`config.mk`:
```
export PLATFORM = sky130hd
export DESIGN_NAME = bridge_timeout_and_chip_control
export DESIGN_NICKNAME = d
export VERILOG_FILES = /design/src/core/bridge_ctl_pkg.sv /design/src/core/bridge_timeout_and_chip_control.sv
export SDC_FILE = /design/constraint.sdc
export NUM_CORES = 1
export LEC_CHECK = 0
export BUFFER_PORTS_ARGS = -buffer_cell sky130_fd_sc_hd__buf_2
export CAP_MARGIN = 10
export CORE_MARGIN = 2
export CORE_UTILIZATION = 46
export DETAILED_ROUTE_END_ITERATION = 10
export PLACE_DENSITY = 0.87
export REMOVE_ABC_BUFFERS = 1
export SLEW_MARGIN = 20
export SYNTH_ARGS = -nofsm -noshare
export SYNTH_HDL_FRONTEND = slang
export SYNTH_SLANG_ARGS = --single-unit
```
`constraint.sdc`:
```
create_clock -name clk -period 3.11 [get_ports clk]
set_input_delay 0.311 -clock clk [delete_from_list [all_inputs] [get_ports clk]]
set_output_delay 0.311 -clock clk [all_outputs]
set_load 0.05 [all_outputs]
```
`src/core/bridge_ctl_pkg.sv`:
```
package bridge_ctl_pkg;

  // ---------------------------------------------------------------
  // configuration space map (dword byte addresses)
  // ---------------------------------------------------------------
  localparam logic [7:0]  BRIDGE_CTL_ADDR    = 8'h3c;
  localparam logic [7:0]  CHIP_CTL_ADDR      = 8'h40;

  // ---------------------------------------------------------------
  // bridge control, upper half fields
  // ---------------------------------------------------------------
  localparam int          FAST_B2B_BIT       = 23;
  localparam int          PRI_TMO_SEL_BIT    = 24;
  localparam int          SEC_TMO_SEL_BIT    = 25;
  localparam int          TMO_STATUS_BIT     = 26;
  localparam int          TMO_SERR_EN_BIT    = 27;
  localparam int          BRIDGE_LANE        = 3;

  // ---------------------------------------------------------------
  // chip control byte fields
  // ---------------------------------------------------------------
  localparam int          WR_DISC_BIT        = 1;
  localparam int          PF_DISABLE_BIT     = 4;
  localparam int          LIVE_INS_BIT       = 5;
  localparam int          CHIP_LANE          = 0;
  localparam logic [7:0]  CHIP_CTL_RESET     = 8'h00;
  localparam logic [7:0]  CHIP_CTL_WMASK     = 8'h32;

  // ---------------------------------------------------------------
  // master time-out limits in bus clock cycles
  // ---------------------------------------------------------------
  localparam int          TMO_LONG_CYCLES    = 32768;
  localparam int          TMO_SHORT_CYCLES   = 1024;
  localparam int          TMO_CNT_W          = 15;
  localparam int          NUM_SIDES          = 2;

  typedef enum logic [1:0] {
    RD_MEM,
    RD_MEM_LINE,
    RD_MEM_MULTIPLE
  } read_cmd_t;

  typedef struct packed {
    logic        wr;
    logic        rd;
    logic [7:0]  addr;
    logic [31:0] wdata;
    logic [3:0]  byte_enable_n;
  } cfg_req_t;

  typedef struct packed {
    logic cpl_at_head;
    logic repeat_seen;
    logic cpl_gone;
  } dly_evt_t;

endpackage

```
`src/core/bridge_timeout_and_chip_control.sv`:
```
module bridge_timeout_and_chip_control
  import bridge_ctl_pkg::*;
#(
  parameter int LONG_LIMIT  = TMO_LONG_CYCLES,
  parameter int SHORT_LIMIT = TMO_SHORT_CYCLES
) (
  input  wire logic      clk,
  input  wire logic      rst_b,
  // configuration cycles
  input  wire cfg_req_t  cfg_req,
  output logic [31:0]    cfg_rdata,
  // command register enables held elsewhere
  input  wire logic      cmd_io_en,
  input  wire logic      cmd_mem_en,
  input  wire logic      cmd_master_en,
  input  wire logic      cmd_serr_en,
  // delayed transaction events, index 0 primary, 1 secondary
  input  wire dly_evt_t  dly_evt [NUM_SIDES],
  output logic           dly_discard [NUM_SIDES],
  output logic           primary_system_error_out_n,
  // memory write target disconnect
  input  wire logic      wr_queue_full,
  input  wire logic      wr_at_4k_boundary,
  input  wire logic      wr_at_line_boundary,
  output logic           wr_disconnect,
  // upstream memory read policy
  input  wire read_cmd_t us_read_cmd,
  output logic           us_prefetch,
  output logic           us_forward_be,
  output logic           us_single_dword,
  output logic           us_disconnect_first,
  // live insertion
  input  wire logic      hot_insert_pin,
  input  wire logic      hot_pin_input_only,
  output logic           eff_io_en,
  output logic           eff_mem_en,
  output logic           eff_master_en,
  output logic           accept_io_mem,
  output logic           fast_b2b_gen
);

  // ---------------------------------------------------------------
  // register decode
  // ---------------------------------------------------------------
  function automatic logic lane_hit(input cfg_req_t r, input logic [7:0] a, input int lane);
    lane_hit = r.wr && (r.addr == a) && !r.byte_enable_n[lane];
  endfunction

  logic       bridge_wr;
  logic       chip_wr;
  logic [7:0] bridge_byte;
  logic [7:0] chip_byte;

  always_comb begin
    bridge_wr   = lane_hit(cfg_req, BRIDGE_CTL_ADDR, BRIDGE_LANE);
    chip_wr     = lane_hit(cfg_req, CHIP_CTL_ADDR, CHIP_LANE);
    bridge_byte = cfg_req.wdata[31:24];
    chip_byte   = cfg_req.wdata[7:0];
  end

  // ---------------------------------------------------------------
  // control fields
  // ---------------------------------------------------------------
  logic [7:0] chip_q;
  logic [7:0] chip_d;
  logic       pri_sel_q;
  logic       pri_sel_d;
  logic       sec_sel_q;
  logic       sec_sel_d;
  logic       serr_en_q;
  logic       serr_en_d;
  logic       status_q;
  logic       status_d;
  logic       any_discard;

  always_comb begin
    chip_d    = chip_q;
    pri_sel_d = pri_sel_q;
    sec_sel_d = sec_sel_q;
    serr_en_d = serr_en_q;
    status_d  = status_q;
    if (chip_wr) begin
      chip_d = chip_byte & CHIP_CTL_WMASK;
    end
    if (bridge_wr) begin
      pri_sel_d = bridge_byte[PRI_TMO_SEL_BIT - 24];
      sec_sel_d = bridge_byte[SEC_TMO_SEL_BIT - 24];
      serr_en_d = bridge_byte[TMO_SERR_EN_BIT - 24];
      if (bridge_byte[TMO_STATUS_BIT - 24]) begin
        status_d = 1'b0;
      end
    end
    // a discard in the clearing cycle keeps the bit set
    if (any_discard) begin
      status_d = 1'b1;
    end
  end

  always_ff @(posedge clk or negedge rst_b) begin
    if (!rst_b) begin
      chip_q    <= CHIP_CTL_RESET;
      pri_sel_q <= 1'b0;
      sec_sel_q <= 1'b0;
      serr_en_q <= 1'b0;
      status_q  <= 1'b0;
    end else begin
      chip_q    <= chip_d;
      pri_sel_q <= pri_sel_d;
      sec_sel_q <= sec_sel_d;
      serr_en_q <= serr_en_d;
      status_q  <= status_d;
    end
  end

  // ---------------------------------------------------------------
  // master time-out counters
  // ---------------------------------------------------------------
  localparam logic [TMO_CNT_W-1:0] LONG_LAST  = TMO_CNT_W'(LONG_LIMIT - 1);
  localparam logic [TMO_CNT_W-1:0] SHORT_LAST = TMO_CNT_W'(SHORT_LIMIT - 1);

  logic side_sel [NUM_SIDES];
  logic disc_vec [NUM_SIDES];

  always_comb begin
    side_sel[0] = pri_sel_q;
    side_sel[1] = sec_sel_q;
  end

  for (genvar s = 0; s < NUM_SIDES; s++) begin : g_side
    logic                 run_q;
    logic                 run_d;
    logic [TMO_CNT_W-1:0] cnt_q;
    logic [TMO_CNT_W-1:0] cnt_d;
    logic                 disc_q;
    logic                 disc_d;
    logic [TMO_CNT_W-1:0] last;

    always_comb begin
      last   = side_sel[s] ? SHORT_LAST : LONG_LAST;
      run_d  = run_q;
      cnt_d  = cnt_q;
      disc_d = 1'b0;
      if (dly_evt[s].repeat_seen || dly_evt[s].cpl_gone) begin
        run_d = 1'b0;
        cnt_d = '0;
      end else if (run_q) begin
        if (cnt_q >= last) begin
          run_d  = 1'b0;
          cnt_d  = '0;
          disc_d = 1'b1;
        end else begin
          cnt_d = cnt_q + 1'b1;
        end
      // a head pulse while running is ignored: one completion per side
      end else if (dly_evt[s].cpl_at_head) begin
        run_d = 1'b1;
        cnt_d = '0;
      end
    end

    always_ff @(posedge clk or negedge rst_b) begin
      if (!rst_b) begin
        run_q  <= 1'b0;
        cnt_q  <= '0;
        disc_q <= 1'b0;
      end else begin
        run_q  <= run_d;
        cnt_q  <= cnt_d;
        disc_q <= disc_d;
      end
    end

    assign disc_vec[s]    = disc_q;
    assign dly_discard[s] = disc_q;
  end

  assign any_discard = disc_vec[0] || disc_vec[1];

  // ---------------------------------------------------------------
  // system error
  // ---------------------------------------------------------------
  logic serr_n_q;
  logic serr_n_d;

  // built from the registered discard, so the pulse trails it by one cycle
  always_comb begin
    serr_n_d = !(any_discard && serr_en_q && cmd_serr_en);
  end

  always_ff @(posedge clk or negedge rst_b) begin
    if (!rst_b) begin
      serr_n_q <= 1'b1;
    end else begin
      serr_n_q <= serr_n_d;
    end
  end

  assign primary_system_error_out_n = serr_n_q;

  // ---------------------------------------------------------------
  // configuration read data
  // ---------------------------------------------------------------
  logic [31:0] rdata_q;
  logic [31:0] rdata_d;

  // held until the next read
  always_comb begin
    rdata_d = rdata_q;
    if (cfg_req.rd) begin
      rdata_d = '0;
      if (cfg_req.addr == BRIDGE_CTL_ADDR) begin
        rdata_d[FAST_B2B_BIT]    = 1'b0;
        rdata_d[PRI_TMO_SEL_BIT] = pri_sel_q;
        rdata_d[SEC_TMO_SEL_BIT] = sec_sel_q;
        rdata_d[TMO_STATUS_BIT]  = status_q;
        rdata_d[TMO_SERR_EN_BIT] = serr_en_q;
      end else if (cfg_req.addr == CHIP_CTL_ADDR) begin
        rdata_d[7:0] = chip_q & CHIP_CTL_WMASK;
      end
    end
  end

  always_ff @(posedge clk or negedge rst_b) begin
    if (!rst_b) begin
      rdata_q <= '0;
    end else begin
      rdata_q <= rdata_d;
    end
  end

  assign cfg_rdata = rdata_q;

  // ---------------------------------------------------------------
  // memory write target disconnect
  // ---------------------------------------------------------------
  logic line_disc;

  always_comb begin
    line_disc     = chip_q[WR_DISC_BIT] && wr_at_line_boundary;
    wr_disconnect = wr_queue_full || wr_at_4k_boundary || line_disc;
  end

  // ---------------------------------------------------------------
  // upstream memory read policy
  // ---------------------------------------------------------------
  logic short_rd;

  always_comb begin
    // line and multiple reads stay prefetchable regardless
    short_rd            = chip_q[PF_DISABLE_BIT] && (us_read_cmd == RD_MEM);
    us_prefetch         = !short_rd;
    us_forward_be       = short_rd;
    us_single_dword     = short_rd;
    us_disconnect_first = short_rd;
    fast_b2b_gen        = 1'b0;
  end

  // ---------------------------------------------------------------
  // live insertion masking
  // ---------------------------------------------------------------
  logic masked;

  // pin sampled as a level; mode 0 leaves the enables untouched
  assign masked = chip_q[LIVE_INS_BIT] && hot_pin_input_only && hot_insert_pin;

  logic [2:0] en_q;
  logic [2:0] en_d;

  always_comb begin
    en_d = masked ? 3'h0 : {cmd_master_en, cmd_mem_en, cmd_io_en};
  end

  always_ff @(posedge clk or negedge rst_b) begin
    if (!rst_b) begin
      en_q <= 3'h0;
    end else begin
      en_q <= en_d;
    end
  end

  assign eff_io_en     = en_q[0];
  assign eff_mem_en    = en_q[1];
  assign eff_master_en = en_q[2];
  assign accept_io_mem = !masked && (en_q[0] || en_q[1]);

endmodule

```
# == Word-level counts from Yosys, hierarchy flattened ==
# Index checks and enable logic that the tools add are counted.
# word_totals
ff_bits,58
inputBits,65
out_inout_bits,45
# op_classes
addsub,2
n_lt_le_gt_ge,2
eq_ne,2
mux,31
reduce_logical,28
# op_table
op,count
two-way mux 15 bit,10
"adder 15 x 1 -> 15 bit, second input constant",2
>= comparator 15 bit,2
two-way mux 1 bit,17
two-way mux 6 bit,2
logical AND 1 bit,11
"== test 8 x 6 -> 1 bit, second input constant",1
"== test 8 x 7 -> 1 bit, second input constant",1
logical OR 1 bit,6
nonzero test 3 bit,2
logical NOT 1 bit,5
two-way mux 5 bit,1
nonzero test 2 bit,2
two-way mux 3 bit,1
logical NOT 2 bit,1
AND reduction 2 bit,1

# == Logic depth before layout (Yosys ltp) ==
# logic_depth
depth_word,5
mapped_depth,7
ltp_nobuf,6

# == Worst setup path before layout ==
# No wires, ideal clock.
# synth_timing
path_type,register to register
start,register pri_sel_q
end,register g_side[0].cnt_q[10]
arrival_ns,1.906
slack_ns,1.122
stages_incl_launch_ff,7
n_path_buf,0
synth_period_minus_slack_ns,1.988
cell_sequence,dfrtp_1 ha_1 a211oi_1 o221ai_1 nor3_4 or2b_1 a31oi_1
# synth_between
elab_chain_len,5
# synth_lines
element,line,rtl
"start, declared",bridge_timeout_and_chip_control.sv:66,logic pri_sel_q;
"start signal, assigned",bridge_timeout_and_chip_control.sv:108,pri_sel_q <= pri_sel_d;
two-way mux 15 bit,bridge_timeout_and_chip_control.sv:139,last = side_sel[s] ? SHORT_LAST : LONG_LAST;
>= comparator 15 bit,bridge_timeout_and_chip_control.sv:147,if (cnt_q >= last) begin
two-way mux 15 bit,bridge_timeout_and_chip_control.sv:147,
two-way mux 15 bit,bridge_timeout_and_chip_control.sv:146,end else if (run_q) begin
two-way mux 15 bit,bridge_timeout_and_chip_control.sv:143,if (dly_evt[s].repeat_seen || dly_evt[s].cpl_gone) begin
"end signal, assigned",bridge_timeout_and_chip_control.sv:168,cnt_q <= cnt_d;
"end, declared",bridge_timeout_and_chip_control.sv:132,logic [TMO_CNT_W-1:0] cnt_q;
# Every way passes these cells.
# A chain may end at the register's enable or synchronous reset.

# == Worst setup path after layout ==
# layout_timing
start,register pri_sel_q
end,register g_side[0].cnt_q[5]
# Same word-level chain as after synthesis.

==> parameters.txt <==
Parameter                              Value

Route
  Via count ... ~2500
  Final ANT Viol Nets ... 0
  Number of detailed-route iterations in the first pass ... 4
  DRC viols ... 0
  Initial DRC Count ... 222
  Mean routed wirelength per cell ... 13.4 um
  Average vias per placed instance ... 5.57
  Post-detailed-routing wire length ... 6040 um

CTS
  Total setup buffers inserted after CTS ... 0
  # resized after CTS ... 0
  Insertion delay of the later-clocked pin in the worst-skew pair ... 0.31 ns
  Clock tree from TritonCTS ... yes
  H-tree lvl count ... 2
  Total clock buffers created by CTS ... 5
  Reg clk slew, reported paths ... 0.09 ns
  Hold buffer count at cts ... 0
  CTS max path bufs ... 2
  CTS Root Buffer Type ... sky130_fd_sc_hd__clkbuf_8
  TritonCTS Sinks ... 52

Logic synthesis
  Mean area per synthesized cell ... 9.54 um2
  Largest family of logic cells by synthesized area ... simple AND/OR/NAND/NOR gates
  Fraction of the yosys area taken by sequential cells ... 0.431
  Number of register bits inferred by synthesis ... 52
  Complex-gate fraction of the synthesized area ... 0.162
  Post-synth cell types ... 48
  Post-synthesis cell count ... 317
  Arithmetic-cell share of the synthesized area counting full adders, half adders and majority gates ... 0.0496
  Fraction of registers with async set or reset after synthesis ... 1.00
  Xor and xnor area share after synthesis ... 0
  Area of the mapped netlist ... roughly 3000 um2
  Simple-gate area share of the yosys netlist ... 0.212
  Most frequently used flop master after synthesis ... sky130_fd_sc_hd__dfrtp_1
  EDFF count, synth ... 0
  Multiplexer share of the synthesized area ... 0.0393
  Yosys warns ... 0

Final layout
  Most frequent cells in the layout ... sky130_fd_sc_hd__buf_2, sky130_fd_sc_hd__dfrtp_1, sky130_fd_sc_hd__nand2_1
  Commonest non-fill, non-tap cell in the layout ... sky130_fd_sc_hd__buf_2
  Finished Layout Cells ... 450
  Number of filler cells placed in the layout ... 525
  Share of final-layout standard cells stronger than drive strength 1 ... 0.220
  Area growth syn-to-layout ... 11.0%
  Number of diodes added for antenna fixing ... 0
  Count of nets after finishing ... ~450

GRT
  Overflow left after global routing ... 0
  Number of global-route vias before repair ... 2371
  Maximum number of pins on one net before global-route repair ... 34
  Antenna violations before repair ... 0
  First-pass GRT wire length ... 10200 um
  All-layer global routing usage ... 0.174

Floorplan
  Die ar. ... 7240 um2
  Std-Cell Rows ... 29
  Core region area ... 6350 um2
  Top-level port count ... 110
  Initial core utilization ... 0.476
  Die Wd ... 85.1 um
  Vertical die dimension ... 85.1 um

STA
  Least-Margin Pin Slew ... 0.900 ns
  Skew final ... 0.00591 ns
  Worst relative slew slack ... 0.395
  Ratio of final minimum period to clock period ... 0.755
  # setup viols final ... 0
  Fmax ... approximately 430 MHz
  Final critical path time including I/O delays and setup ... around 2.3 ns
  Unrepaired setup endpoints after global routing ... false
  Setup Total Neg Slack ... 0 ns
  Final max-slew violation count ... 0
  Number of failing hold endpoints at the final stage ... 0

Outcome
  Outcome ... completed

Setup path
  WP data required ... 3.34 ns
  Worst Path Max Fanout ... 19
  Kind of start point of the critical path ... flop
  Arr. time, crit path ... 2.58 ns
  Worst setup path category ... reg -> reg
  Critical Path Sink Type ... flop

Placement
  Final HPWL from detailed placement ... 4530 um
  Placer's final routability congestion estimate ... 0.844
  Count of input and output buffers ... 56
  Placed Cells incl. Taps ... roughly 440

Power
  Power per cell area ... 375 nW/um2
  Leak Pwr ... between 0.0015 and 0.002 uW
  Highest ir drop seen on vdd ... 0.246 mV

Min path
  Class of the tightest hold or removal check ... in -> async

Run
  Max-cap violations ... 0
## cell type report
class	instances	area, um2	area share
clock buffer	8	100	0.0298
inverter	14	52.6	0.0156
multi-input combinational	239	1500	0.446
sequential	52	1300	0.388
tap	77	96.3	0.0287
timing repair buffer	60	310	0.0924
## logic make-up after synthesis
group,after synthesis
buffers and inverters,51
AOI/OAI and AO/OA,72
muxes,11
DFF,52
and+or+nand+nor,118
adders and majority gates,12
other,1
## cell usage after synthesis (all sizes together), types with 5 or more instances
cell / count / area (um2)
dfrtp: 51 / 1280
buf: 33 / 251
nand2: 30 / 113
a31oi: 28 / 175
nand3: 16 / 85.1
nor2: 16 / 60.1
inv: 14 / 52.6
a21oi: 13 / 68.8
ha: 12 / 150
o21ai: 11 / 55.1
nand4: 10 / 62.6
and3: 9 / 57.6
nor3: 9 / 61.3
mux2: 7 / 78.8
nand3b: 6 / 45.0
a41oi: 5 / 43.8
and2: 5 / 31.3
## final timing paths
check	slack (ns)	endpoint	start	depth (start not counted)
max in group asynchronous	2.33	g_side[1].cnt_q[3]	rst_b	2
setup reg to reg	0.76	g_side[0].cnt_q[5]	pri_sel_q	7
hold / removal	0.05	en_q[2]	rst_b	1
min in group clk	0.15	primary_system_error_out_n	cmd_serr_en	2
hold reg to reg	0.48	primary_system_error_out_n	g_side[0].disc_q	1
setup / recovery	0.76	g_side[0].cnt_q[5]	pri_sel_q	7
## through the flow
stage	total power (uW)	hold WS (ns)	util	setup slack (ns)	instance area, um2
final	1260	0.0450	0.529	0.763	3360
after floorplan	806	0.0154	-	0.856	2850
after CTS	1270	0.0730	0.529	0.740	3360
after global routing	1310	0.0949	0.529	0.549	3360
after detailed placement	858	0.409	0.513	0.760	3260
after global placement	854	0.404	0.513	0.853	3260
## critical path, cell delays in order, from the launching register on
cell and delay, ns:
sky130_fd_sc_hd__dfrtp_1 0.47, sky130_fd_sc_hd__ha_1 0.35, sky130_fd_sc_hd__a211oi_1 0.26, sky130_fd_sc_hd__o221ai_1 0.25, sky130_fd_sc_hd__nor3_4 0.36, sky130_fd_sc_hd__buf_4 0.28
sky130_fd_sc_hd__a41oi_1 0.14, sky130_fd_sc_hd__a31oi_1 0.16
## power breakdown
group | leakage [uW] | internal [uW] | switching, uW
Combinational | 0.000801 | 33.1 | 124
Clock | 0.0000515 | 203 | 211
Sequential | 0.000714 | 681 | 5.68
## metal layers
| metal | wire length [um] | GRT usage | part of all wire | vias to the layer above |
|---|---|---|---|---|
| met2 | 3060 | 0.298 | 0.51 | 76 |
| met4 | 140 | 0.0823 | 0.023 | 0 |
| li1 | - | - | - | 1233 |
| met5 | 0 | 0 | 0 | - |
| met3 | 346 | 0.0370 | 0.057 | 13 |
| met1 | 2490 | 0.207 | 0.41 | 1183 |
## flip-flops by register name (all words and copies together), names as in the netlist
| name | cells |
|---|---|
| g_side.cnt_q | 30 |
| cfg_rdata | 7 |
| chip_q | 3 |
| en_q | 3 |
| g_side.disc_q | 2 |
| g_side.run_q | 2 |
| pri_sel_q | 1 |
| primary_system_error_out_n | 1 |
| sec_sel_q | 1 |
| serr_en_q | 1 |
| status_q | 1 |
No activity file was read; power rests on OpenSTA's default activity.
